===== src/pkg/ctmr_consts.svh =====
// Constants of the four-channel counter/timer bus and interrupt block.
// Assumes inclusion by bare name from packages and modules that need it.
//
// Behaviour
// - Channel 0 has highest interrupt priority, channel 3 the lowest.
// - Lower channels wait while higher ones are in service; higher may nest.
// - Zero count on an interrupt-enabled channel asserts open-drain irq_n.
// - Acknowledge with priority_in high drives the winning channel's vector.
// - Vector bits 7..3 come from software, bits 2..1 are the channel code.
// - Vector bit 0 is zero; written byte bit 0 picks vector or control.
// - Return-from-interrupt opcode on fetches ends the in-service state.
// - priority_out high only with priority_in high and nothing in service.
// - chan_sel_1 and chan_sel_0 form the 2-bit channel number.
// - Register access only while chip_select_n is low in an I/O cycle.
// - Write is I/O request with read strobe high; no write pin exists.
// - I/O read drives the selected channel's down-counter on the bus.
// - Opcode fetch with read strobe is never answered as an I/O read.
// - Reset stops channels, clears enables, idles outputs, frees the bus.
// - Edge polarity selectable; counts in counter mode, starts the timer.
// - Zero count pulses terminal_pulse on channels 0 to 2 only.
// - Control word bits 7..1 select enable, mode, prescale, edge, etc.
// - Time constant 1..256 loads counter; new value waits for zero.
// - Timer mode prescaler divides the system clock by 16 or 256.
`ifndef CTMR_CONSTS_SVH
`define CTMR_CONSTS_SVH
`define CTMR_NCH 4
`define CTMR_NZC 3
`define CTMR_CW_IE 7
`define CTMR_CW_CNT 6
`define CTMR_CW_P256 5
`define CTMR_CW_RISE 4
`define CTMR_CW_TRIG 3
`define CTMR_CW_TCF 2
`define CTMR_CW_SRST 1
`define CTMR_CW_CTL 0
`define CTMR_VEC_HI 7
`define CTMR_VEC_LO 3
`define CTMR_PRE16_MAX 8'h0f
`define CTMR_PRE256_MAX 8'hff
`define CTMR_CNT_LAST 8'h01
`define CTMR_RETURN_FROM_IRQ_OPCODE_B0 8'hed
`define CTMR_RETURN_FROM_IRQ_OPCODE_B1 8'h4d
`define CTMR_CW_RST 8'h00
`define CTMR_TC_RST 8'h00
`define CTMR_VEC_RST 8'h00
`define CTMR_BYTE_ZERO 8'h00
`endif


===== src/pkg/ctmr_pkg.sv =====
// Types and shared decode functions of the counter/timer block.
// Assumes the constants header sits beside it.
`include "ctmr_consts.svh"
package ctmr_pkg;
   typedef logic [7:0] ctmr_byte_t;
   typedef logic [1:0] ctmr_chan_t;
   typedef enum logic [1:0] {CTMR_STOP = 2'b00, CTMR_ARMED = 2'b01,
      CTMR_RUN = 2'b10} ctmr_chst_t;
   typedef enum logic {CTMR_OP_IDLE = 1'b0, CTMR_OP_PREFIX = 1'b1}
      ctmr_opst_t;

   // Timer with trigger bit waits for an edge; all else runs at once
   function automatic ctmr_chst_t ctmr_start_st(input ctmr_byte_t cw);
      ctmr_start_st = (!cw[`CTMR_CW_CNT] && cw[`CTMR_CW_TRIG]) ?
         CTMR_ARMED : CTMR_RUN;
   endfunction

   // Lowest set bit wins: channel 0 is the highest priority
   function automatic ctmr_chan_t ctmr_first(input logic [3:0] v);
      ctmr_first = v[0] ? 2'h0 : v[1] ? 2'h1 : v[2] ? 2'h2 : 2'h3;
   endfunction
endpackage


===== src/pkg/ctmr_chan_if.sv =====
// Link between the bus front end and one counter/timer channel.
// Assumes both ends run on the same clock.
`timescale 1ns/100ps
interface ctmr_chan_if;
   import ctmr_pkg::*;
   logic wr_ctl;
   logic wr_tc;
   ctmr_byte_t wdata;
   ctmr_byte_t count;
   logic zero;
   logic int_en;
   logic tc_pend;
   modport host (output wr_ctl, output wr_tc, output wdata,
      input count, input zero, input int_en, input tc_pend);
   modport chan (input wr_ctl, input wr_tc, input wdata,
      output count, output zero, output int_en, output tc_pend);
endinterface


===== src/hdl/ctmr_top.sv =====
// Top of the counter/timer block: processor bus decode, channel select,
// vector supply, daisy chain and return-opcode watch.
// Assumes processor strobes are synchronous to clk and one bus cycle spans
// at least two clocks; the wire level of irq_n comes from out/oe outside.
`timescale 1ns/100ps
`include "ctmr_consts.svh"
module ctmr_top
   import ctmr_pkg::*;
(
   input wire logic clk,
   input wire logic sys_rst,
   input wire logic chip_select_n,
   input wire logic chan_sel_0,
   input wire logic chan_sel_1,
   input wire logic io_request_n,
   input wire logic read_strobe_n,
   input wire logic opcode_fetch_cycle_n,
   input wire logic priority_in,
   input wire logic [7:0] data_in,
   output logic [7:0] data_out,
   output logic data_oe,
   input wire logic [3:0] ext_edge_input,
   output logic [2:0] terminal_pulse,
   output logic irq_n_out,
   output logic irq_n_oe,
   output logic priority_out
);

   // ------------------------------------------------------------
   // Bus cycle decode
   // ------------------------------------------------------------
   ctmr_chan_t sel;
   logic io_wr_cond, io_rd_cond, ack_cond, fetch_cond;
   logic wr_prev_q, ack_prev_q, fetch_prev_q;
   logic wr_go, ack_go, fetch_end;

   always_comb
   begin
      sel = {chan_sel_1, chan_sel_0};
      // No write pin: a write is an I/O cycle with the read strobe high
      io_wr_cond = !io_request_n && !chip_select_n && read_strobe_n &&
         opcode_fetch_cycle_n;
      io_rd_cond = !io_request_n && !chip_select_n && !read_strobe_n &&
         opcode_fetch_cycle_n;
      ack_cond = !io_request_n && !opcode_fetch_cycle_n;
      fetch_cond = !opcode_fetch_cycle_n && !read_strobe_n &&
         io_request_n;
      wr_go = io_wr_cond && !wr_prev_q;
      fetch_end = fetch_prev_q && !fetch_cond;
   end

   // ------------------------------------------------------------
   // Channels
   // ------------------------------------------------------------
   ctmr_chan_if chif[`CTMR_NCH] ();
   ctmr_byte_t cnt [`CTMR_NCH];
   logic [3:0] zero, ie, tcp, req_drop;
   logic wr_tc_sel, wr_ctl_sel, wr_vec;

   always_comb
   begin
      // A channel expecting a time constant takes the next byte as such
      wr_tc_sel = wr_go && tcp[sel];
      wr_ctl_sel = wr_go && !tcp[sel] && data_in[`CTMR_CW_CTL];
      wr_vec = wr_go && !tcp[sel] && !data_in[`CTMR_CW_CTL];
   end

   genvar g;
   generate
      for (g = 0; g < `CTMR_NCH; g++)
      begin : g_ch
         assign chif[g].wr_ctl = wr_ctl_sel && (sel == g);
         assign chif[g].wr_tc = wr_tc_sel && (sel == g);
         assign chif[g].wdata = data_in;
         assign cnt[g] = chif[g].count;
         assign zero[g] = chif[g].zero;
         assign ie[g] = chif[g].int_en;
         assign tcp[g] = chif[g].tc_pend;
         assign req_drop[g] = !chif[g].int_en;

         ctmr_channel u_chan
         (
            .clk(clk),
            .sys_rst(sys_rst),
            .ext_edge_input(ext_edge_input[g]),
            .bus(chif[g])
         );
      end
   endgenerate

   // ------------------------------------------------------------
   // Interrupt priority
   // ------------------------------------------------------------
   logic [3:0] in_svc;
   ctmr_chan_t ack_chan;
   logic req_any, return_from_irq_opcode_pulse;

   always_comb
   begin
      // Acknowledge is taken once, only with chain priority and a request
      ack_go = ack_cond && !ack_prev_q && priority_in && req_any;
   end

   ctmr_irq_ctrl u_irq
   (
      .clk(clk),
      .sys_rst(sys_rst),
      .req_set(zero & ie),
      .req_drop(req_drop),
      .ack_take(ack_go),
      .return_from_irq_opcode_seen(return_from_irq_opcode_pulse),
      .in_svc(in_svc),
      .ack_chan(ack_chan),
      .req_any(req_any)
   );

   // ------------------------------------------------------------
   // Vector base register
   // ------------------------------------------------------------
   ctmr_byte_t vec_q, vec_d;

   always_comb
   begin
      vec_d = vec_q;
      if (wr_vec)
         vec_d = data_in;
   end

   // ------------------------------------------------------------
   // Return-from-interrupt watch
   // ------------------------------------------------------------
   // The opcode is sampled each fetch clock and judged when the fetch
   // ends, so late-settling bus data is what counts.
   ctmr_opst_t op_st_q, op_st_d;
   ctmr_byte_t op_q;
   logic return_from_irq_opcode_d, return_from_irq_opcode_q;

   always_comb
   begin
      op_st_d = op_st_q;
      return_from_irq_opcode_d = 1'b0;
      if (fetch_end)
      begin
         unique case (op_st_q)
            CTMR_OP_IDLE:
               if (op_q == `CTMR_RETURN_FROM_IRQ_OPCODE_B0)
                  op_st_d = CTMR_OP_PREFIX;
            CTMR_OP_PREFIX:
            begin
               if (op_q == `CTMR_RETURN_FROM_IRQ_OPCODE_B1)
               begin
                  return_from_irq_opcode_d = 1'b1;
                  op_st_d = CTMR_OP_IDLE;
               end
               else if (op_q != `CTMR_RETURN_FROM_IRQ_OPCODE_B0)
                  op_st_d = CTMR_OP_IDLE;
            end
         endcase
      end
   end

   assign return_from_irq_opcode_pulse = return_from_irq_opcode_q;

   // ------------------------------------------------------------
   // Data bus and pin outputs
   // ------------------------------------------------------------
   ctmr_byte_t dout_q, dout_d;
   logic doe_q, doe_d, vec_hold_q, vec_hold_d;
   logic irq_oe_q, irq_oe_d, prio_q, prio_d;
   logic [2:0] tp_q, tp_d;

   always_comb
   begin
      dout_d = dout_q;
      doe_d = 1'b0;
      vec_hold_d = vec_hold_q && ack_cond;
      if (ack_go)
      begin
         dout_d = {vec_q[`CTMR_VEC_HI:`CTMR_VEC_LO], ack_chan,
            1'b0};
         doe_d = 1'b1;
         vec_hold_d = 1'b1;
      end
      else if (vec_hold_q && ack_cond)
         doe_d = 1'b1;
      else if (io_rd_cond)
      begin
         dout_d = cnt[sel];
         doe_d = 1'b1;
      end
      // During reset the chain passes straight through
      prio_d = priority_in && (sys_rst || !(|in_svc));
      irq_oe_d = req_any;
      tp_d = zero[`CTMR_NZC-1:0];
   end

   always_ff @(posedge clk)
   begin
      prio_q <= prio_d;
      if (sys_rst)
      begin
         wr_prev_q <= 1'b0;
         ack_prev_q <= 1'b0;
         fetch_prev_q <= 1'b0;
         vec_q <= `CTMR_VEC_RST;
         op_st_q <= CTMR_OP_IDLE;
         op_q <= `CTMR_BYTE_ZERO;
         return_from_irq_opcode_q <= 1'b0;
         dout_q <= `CTMR_BYTE_ZERO;
         doe_q <= 1'b0;
         vec_hold_q <= 1'b0;
         irq_oe_q <= 1'b0;
         tp_q <= 3'h0;
      end
      else
      begin
         wr_prev_q <= io_wr_cond;
         ack_prev_q <= ack_cond;
         fetch_prev_q <= fetch_cond;
         vec_q <= vec_d;
         op_st_q <= op_st_d;
         if (fetch_cond)
            op_q <= data_in;
         return_from_irq_opcode_q <= return_from_irq_opcode_d;
         dout_q <= dout_d;
         doe_q <= doe_d;
         vec_hold_q <= vec_hold_d;
         irq_oe_q <= irq_oe_d;
         tp_q <= tp_d;
      end
   end

   assign data_out = dout_q;
   assign data_oe = doe_q;
   assign irq_n_oe = irq_oe_q;
   // Open drain: only ever pulls low, the enable does the signalling
   assign irq_n_out = 1'b0;
   assign priority_out = prio_q;
   assign terminal_pulse = tp_q;
endmodule


===== src/hdl/ctmr_channel.sv =====
// One counter/timer channel: control, time constant, down-counter, prescaler.
// Assumes write strobes are single-cycle pulses and ext input is synchronous.
`timescale 1ns/100ps
`include "ctmr_consts.svh"
module ctmr_channel
   import ctmr_pkg::*;
(
   input wire logic clk,
   input wire logic sys_rst,
   input wire logic ext_edge_input,
   ctmr_chan_if.chan bus
);
   ctmr_byte_t ctl_q, ctl_d, tc_q, tc_d, cnt_q, cnt_d, pre_q, pre_d;
   ctmr_chst_t st_q, st_d;
   logic ext_q, tcp_q, tcp_d, tcok_q, tcok_d, zero_q, zero_d;
   logic edge_hit, tick;
   ctmr_byte_t pre_max;

   always_comb
   begin
      edge_hit = ctl_q[`CTMR_CW_RISE] ? (ext_edge_input & ~ext_q) :
         (~ext_edge_input & ext_q);
      pre_max = ctl_q[`CTMR_CW_P256] ? `CTMR_PRE256_MAX :
         `CTMR_PRE16_MAX;
      tick = (st_q == CTMR_RUN) &&
         (ctl_q[`CTMR_CW_CNT] ? edge_hit : (pre_q == pre_max));
      ctl_d = ctl_q;
      tc_d = tc_q;
      cnt_d = cnt_q;
      pre_d = pre_q;
      st_d = st_q;
      tcp_d = tcp_q;
      tcok_d = tcok_q;
      zero_d = 1'b0;
      unique case (st_q)
         CTMR_STOP:
         begin
         end
         CTMR_ARMED:
            if (edge_hit)
            begin
               st_d = CTMR_RUN;
               pre_d = `CTMR_BYTE_ZERO;
            end
         CTMR_RUN:
         begin
            pre_d = (pre_q == pre_max) ? `CTMR_BYTE_ZERO : pre_q + 8'h01;
            if (tick)
            begin
               // Count of 0 stands for 256: 1 is the last step before zero
               if (cnt_q == `CTMR_CNT_LAST)
               begin
                  cnt_d = tc_q;
                  zero_d = 1'b1;
               end
               else
                  cnt_d = cnt_q - 8'h01;
            end
         end
         default: st_d = CTMR_STOP;
      endcase
      if (bus.wr_tc)
      begin
         tc_d = bus.wdata;
         tcp_d = 1'b0;
         tcok_d = 1'b1;
         // A running channel finishes its count before the new value
         if (st_q != CTMR_RUN)
         begin
            cnt_d = bus.wdata;
            pre_d = `CTMR_BYTE_ZERO;
            st_d = ctmr_start_st(ctl_q);
         end
      end
      if (bus.wr_ctl)
      begin
         ctl_d = bus.wdata;
         tcp_d = bus.wdata[`CTMR_CW_TCF];
         if (bus.wdata[`CTMR_CW_SRST])
            st_d = CTMR_STOP;
         else if (!bus.wdata[`CTMR_CW_TCF] && tcok_q && st_q == CTMR_STOP)
         begin
            cnt_d = tc_q;
            pre_d = `CTMR_BYTE_ZERO;
            st_d = ctmr_start_st(bus.wdata);
         end
      end
   end

   always_ff @(posedge clk)
   begin
      if (sys_rst)
      begin
         ctl_q <= `CTMR_CW_RST;
         tc_q <= `CTMR_TC_RST;
         cnt_q <= `CTMR_TC_RST;
         pre_q <= `CTMR_BYTE_ZERO;
         st_q <= CTMR_STOP;
         tcp_q <= 1'b0;
         tcok_q <= 1'b0;
         zero_q <= 1'b0;
         ext_q <= 1'b0;
      end
      else
      begin
         ctl_q <= ctl_d;
         tc_q <= tc_d;
         cnt_q <= cnt_d;
         pre_q <= pre_d;
         st_q <= st_d;
         tcp_q <= tcp_d;
         tcok_q <= tcok_d;
         zero_q <= zero_d;
         ext_q <= ext_edge_input;
      end
   end

   assign bus.count = cnt_q;
   assign bus.zero = zero_q;
   assign bus.int_en = ctl_q[`CTMR_CW_IE];
   assign bus.tc_pend = tcp_q;
endmodule


===== src/hdl/ctmr_irq_ctrl.sv =====
// Pending and in-service bookkeeping with fixed channel priority.
// Assumes ack and return pulses last one cycle each.
`timescale 1ns/100ps
`include "ctmr_consts.svh"
module ctmr_irq_ctrl
   import ctmr_pkg::*;
(
   input wire logic clk,
   input wire logic sys_rst,
   input wire logic [3:0] req_set,
   input wire logic [3:0] req_drop,
   input wire logic ack_take,
   input wire logic return_from_irq_opcode_seen,
   output logic [3:0] in_svc,
   output ctmr_chan_t ack_chan,
   output logic req_any
);
   logic [3:0] pend_q, pend_d, svc_q, svc_d, blocked, elig;

   genvar g;
   generate
      for (g = 0; g < `CTMR_NCH; g++)
      begin : g_blk
         // A channel is blocked by itself or any higher one in service
         assign blocked[g] = |svc_q[g:0];
      end
   endgenerate

   always_comb
   begin
      elig = pend_q & ~blocked;
      pend_d = pend_q & ~req_drop;
      svc_d = svc_q;
      if (ack_take)
      begin
         pend_d[ctmr_first(elig)] = 1'b0;
         svc_d[ctmr_first(elig)] = 1'b1;
      end
      if (return_from_irq_opcode_seen && |svc_q)
         svc_d[ctmr_first(svc_q)] = 1'b0;
      // A new zero count wins over a clear in the same cycle
      pend_d = pend_d | req_set;
   end

   always_ff @(posedge clk)
   begin
      if (sys_rst)
      begin
         pend_q <= 4'h0;
         svc_q <= 4'h0;
      end
      else
      begin
         pend_q <= pend_d;
         svc_q <= svc_d;
      end
   end

   assign in_svc = svc_q;
   assign ack_chan = ctmr_first(elig);
   assign req_any = |elig;
endmodule


===== config.mk =====
export PLATFORM = sky130hd
export DESIGN_NAME = ctmr_top
export DESIGN_NICKNAME = d
export VERILOG_FILES = /design/src/pkg/ctmr_pkg.sv /design/src/pkg/ctmr_chan_if.sv /design/src/hdl/ctmr_top.sv /design/src/hdl/ctmr_channel.sv /design/src/hdl/ctmr_irq_ctrl.sv
export VERILOG_INCLUDE_DIRS = /design/src /design/src/pkg
export SDC_FILE = /design/constraint.sdc
export NUM_CORES = 1
export LEC_CHECK = 0
export CAP_MARGIN = 20
export CORE_ASPECT_RATIO = 0.7
export CORE_UTILIZATION = 36
export CTS_CLUSTER_DIAMETER = 80
export DETAILED_ROUTE_END_ITERATION = 12
export DONT_BUFFER_PORTS = 1
export GPL_ROUTABILITY_DRIVEN = 0
export GPL_TIMING_DRIVEN = 0
export HOLD_SLACK_MARGIN = 0.06
export SYNTH_ARGS = -nofsm -noshare
export SYNTH_HDL_FRONTEND = slang
export SYNTH_SLANG_ARGS = --single-unit

===== constraint.sdc =====
create_clock -name clk -period 2.95 [get_ports clk]
set_input_delay 0.295 -clock clk [delete_from_list [all_inputs] [get_ports clk]]
set_output_delay 0.295 -clock clk [all_outputs]
set_load 0.05 [all_outputs]

==> qor.tcl <==
set qor(synth-edff-count) 0
set qor(reg2reg_from) {g_ch[0].u_chan.st_q[0]}
set qor(io_buffers) 0
set qor(run_status) {finished clean}
set qor(route.final.wire_length_mm) 32.64
set qor(multi_input_comb_area_sq_mm) 0.005558
set qor(num_rows) 49
set qor(seq_area_frac_synth_pct) 37.95
set qor(hold_depth) 2
set qor(skew_ns) 0.01512
set qor(synth_warnings) 0
set qor(drt_first_pass_iters) 6
set qor(maxCapViolCount) 0
set qor(maximum_number_of_pins_on_one_net_before_global_route_repair) 18
set qor(start_util_pct) 36.91
set qor(timing.critical_path.required_ns) 3.26
set qor(finalNetCount) 1269
set qor(remaining_global_route_overflow) 0
set qor(register_area_sq_mm) 0.003623
set qor(power_switching_share_pct) 25.55
set qor(vias_per_cell) 5.825
set qor(totalPowerFinal_mw) 5.091
set qor(grt_setup_unrepaired) {no}
set qor(netlist.area_leader.share_pct) 37.95
set qor(synth_area_leader_cell) {sky130_fd_sc_hd__dfxtp_1}
set qor(worst_hold_path_type) {input pin to flop}
set qor(asyncSetResetFlopFracSynth_pct) 0
set qor(die_width_microns) 196.7
set qor(synthToLayoutAreaGrowth_pct) 12.81
set qor(timing.reg2reg.setup_slack_ns) 0.21
set qor(clock_tree.buffer_depth) 2
set qor(critical_path_peak_fanout) 10
set qor(hold-path-endpoint) {g_ch[3].u_chan.bus.count[4]}
set qor(worst-r2r-cell-count) 9
set qor(die-height_microns) 138.3
set qor(leakage_nw) 3.844
set qor(p_switching_mw) 1.301
set qor(ys_top_cells_by_count) {sky130_fd_sc_hd__dfxtp_1 (181), sky130_fd_sc_hd__nor2_1 (169), sky130_fd_sc_hd__a21oi_1 (113)}
set qor(ys_types) 74
set qor(antenna_cells_inserted) 0
set qor(insertion_delay_ns) 0.46
set qor(power.clock.fraction_pct) 46.9
set qor(grt_first_pass_wirelength_mm) 50.04
set qor(maxClockFrequency_mhz) 364.9
set qor(wl_met3_mm) 3.679
set qor(synth.ff_latch_count) 181
set qor(fp.coreArea_sq_mm) 0.02587
set qor(clock_sinks) 181
set qor(timing.final.crit_period_ns) 2.740
set qor(path_clk_slew_ns) 0.08
set qor(arrival_ns) 3.05
set qor(wl_met1_mm) 15.43
set qor(report.final.slew_viol_count) 0
set qor(ys_dominant_reg_cell) {sky130_fd_sc_hd__dfxtp_1}
set qor(syn_area_per_cell_sq_um) 8.072
set qor(post_cts.repair.setup_buffers) 0
set qor(syn-instance-count) 1183
set qor(pwr_density_cell_mw_per_mm2) 472.6
set qor(fin_ws_ns) 0.2097
set qor(power.share.combinational_pct) 4.8
set qor(seq_power_share_pct) 48.3
set qor(synth.area.top_cells) {sky130_fd_sc_hd__dfxtp_1 (38%), sky130_fd_sc_hd__nor2_1 (6.6%), sky130_fd_sc_hd__a21oi_1 (5.9%), sky130_fd_sc_hd__mux2i_1 (5.0%), sky130_fd_sc_hd__nand2_1 (4.0%)}
set qor(drive_above_1_share_pct) 5.758
set qor(num_vias) 9261
set qor(worst_r2r_endpoint) {g_ch[0].u_chan.bus.count[0]}
set qor(power_report.internal_total_mw) 3.790
set qor(nets_in_the_synthesized_netlist) 1232
set qor(fin_tns_setup_ns) 0
set qor(startpoint_type) {flop}
set qor(avgRoutedWirePerCell_microns) 20.53
set qor(antenna_found_initial) 1
set qor(critPathKind) {flop to flop}
set qor(tritoncts) {done}
set qor(synth.most_common_cell) {sky130_fd_sc_hd__dfxtp_1}
set qor(drt-initial-drc-count) 1043
set qor(fillerInstances) 2649
set qor(grt_pass1_vias) 8296
set qor(routed-wl-met2_mm) 12.74
set qor(dp_slack_ns) 0.1341
set qor(io_count) 36
set qor(setup_violators_final) 0
set qor(synth_area_sq_mm) 0.009549
set qor(cts_root_buf) {sky130_fd_sc_hd__clkbuf_16}
set qor(instances_no_fill) 1590
set qor(placed_wire_length_estimate_mm) 22.73
set qor(placed_cells) 1541
set qor(slew_headroom_pct) 24.00
set qor(vdd_drop_max_uv) 432.4
set qor(die_area_sq_mm) 0.02719
set qor(share_of_the_clock_period_used_by_the_worst_path_after_layout_pct) 92.89
set qor(routed.top_layer) {met5}
set qor(ant_nets) 0
set qor(h-tree-depth) 4
set qor(worst_pin_slew_ns) 1.140
set qor(timing.critical_path.to_type) {flop}
set qor(tritoncts.num_buffers) 17
set qor(hold_viol_final) 0
set qor(min-delay-start) {data_in[4]}
set qor(global_route.usage.total_pct) 24.25
set qor(drc) 0
layout make-up:
class / instances / share of cell area, %
buffer: 68 / 2.520
clock buffer: 18 / 3.984
clock inverter: 14 / 1.521
inverter: 30 / 1.045
multi-input combinational: 904 / 51.59
sequential: 181 / 33.64
tap: 357 / 4.146
timing repair buffer: 18 / 1.556
cells by family (layout without fill, tap and decap cells):
group,after synthesis,count (layout),share of synthesized area [%]
adders and majority gates,28,28,3.669
buffers and inverters,98,148,4.023
DFF,181,181,37.95
muxes,59,59,7.390
other,1,1,0.03927
and+or+nand+nor,519,519,27.37
AOI/OAI and AO/OA,297,297,19.56
metrics by stage:
| step | utilization, % | instance area [sq um] | hold WS (ns) |
|---|---|---|---|
| 6_report | 41.64 | 10770 | 0.07286 |
| 5_1_grt | 41.64 | 10770 | 0.07773 |
| 4_1_cts | 41.54 | 10750 | 0.06233 |
| 3_5_place_dp | 38.66 | 10000 | 0.3782 |
| 3_3_place_gp | 38.64 | 9996 | 0.3739 |
| 2_1_floorplan | - | 9549 | 0.3718 |
power by group through the flow:
stage	registers, mW	clock network, mW	logic (mW)
6_report	2.46	2.39	0.242
5_1_grt	2.46	2.51	0.250
4_1_cts	2.46	2.41	0.234
3_5_place_dp	2.52	0	0.211
3_3_place_gp	2.52	0	0.211
2_1_floorplan	2.52	0	0.124
worst max path at each step:
stage / from / endpoint / slack (ns) / cells after the start
after global placement: g_ch[0].u_chan.st_q[0] / g_ch[0].u_chan.st_q[0] / 0.02 / 7
after global routing: g_ch[0].u_chan.st_q[0] / g_ch[0].u_chan.bus.count[0] / 0.02 / 9
final: g_ch[0].u_chan.st_q[0] / g_ch[0].u_chan.bus.count[0] / 0.21 / 9
after CTS: g_ch[2].u_chan.bus.tc_pend / g_ch[1].u_chan.bus.tc_pend / 0.20 / 7
after detailed placement: chan_sel_1 / g_ch[1].u_chan.st_q[0] / 0.13 / 9
after floorplan: g_ch[0].u_chan.st_q[0] / g_ch[0].u_chan.bus.count[0] / 0.60 / 9
sequential cells by signal, indices dropped and copies added (netlist names), 3 cells and up:
register / count
data_out: 8
g_ch.u_chan.bus.count: 32
g_ch.u_chan.bus.tc_pend: 4
g_ch.u_chan.bus.zero: 4
g_ch.u_chan.ctl_q: 20
g_ch.u_chan.ext_q: 4
g_ch.u_chan.pre_q: 32
g_ch.u_chan.st_q: 8
g_ch.u_chan.tc_q: 32
g_ch.u_chan.tcok_q: 4
op_q: 8
terminal_pulse: 3
u_irq.in_svc: 4
u_irq.pend_q: 4
vec_q: 5
per-layer routing:
metal	track usage (%)	up-vias
met5	0	-
met4	8.038	2
met3	7.051	58
met2	32.33	455
met1	36.58	4380
li1	-	4366
critical path, cell delays in order, from the launching register on:
cell	delay, ns
sky130_fd_sc_hd__dfxtp_1	0.37
sky130_fd_sc_hd__inv_1	0.10
sky130_fd_sc_hd__ha_1	0.30
sky130_fd_sc_hd__or4b_2	0.66
sky130_fd_sc_hd__or3_1	0.36
sky130_fd_sc_hd__clkbuf_1	0.27
sky130_fd_sc_hd__nand3_1	0.15
sky130_fd_sc_hd__o211ai_1	0.09
sky130_fd_sc_hd__a22oi_1	0.19
sky130_fd_sc_hd__o22ai_1	0.10
timing repair:
action / in CTS / in global routing
hold endpoints to repair: 20 / 0
endpoints found under the setup margin: 0 / 10
resized for setup: 0 / 3
hold buffers: 15 / 0
layout by cell type, fill, tap and decap left out, types with 6 or more instances in the layout:
cell type and n:
sky130_fd_sc_hd__dfxtp_1 181, sky130_fd_sc_hd__nor2_1 169, sky130_fd_sc_hd__a21oi_1 113, sky130_fd_sc_hd__nand2_1 101
sky130_fd_sc_hd__nand3_1 58, sky130_fd_sc_hd__clkbuf_1 57, sky130_fd_sc_hd__o21ai_0 48, sky130_fd_sc_hd__mux2i_1 48
sky130_fd_sc_hd__inv_1 30, sky130_fd_sc_hd__nor3_1 28, sky130_fd_sc_hd__ha_1 28, sky130_fd_sc_hd__nor2b_1 24
sky130_fd_sc_hd__or4_1 19, sky130_fd_sc_hd__a22oi_1 19, sky130_fd_sc_hd__nand2b_1 19, sky130_fd_sc_hd__clkbuf_16 17
sky130_fd_sc_hd__nand3b_1 15, sky130_fd_sc_hd__nor3b_1 15, sky130_fd_sc_hd__or3_1 15, sky130_fd_sc_hd__dlygate4sd3_1 15
sky130_fd_sc_hd__o22ai_1 14, sky130_fd_sc_hd__o211ai_1 13, sky130_fd_sc_hd__a211oi_1 13, sky130_fd_sc_hd__nor4_1 12
sky130_fd_sc_hd__a311oi_1 11, sky130_fd_sc_hd__mux4_2 9, sky130_fd_sc_hd__o21bai_1 9, sky130_fd_sc_hd__and3_1 9
sky130_fd_sc_hd__a32oi_1 8, sky130_fd_sc_hd__buf_1 6
Power figures use the tool's default switching activity.
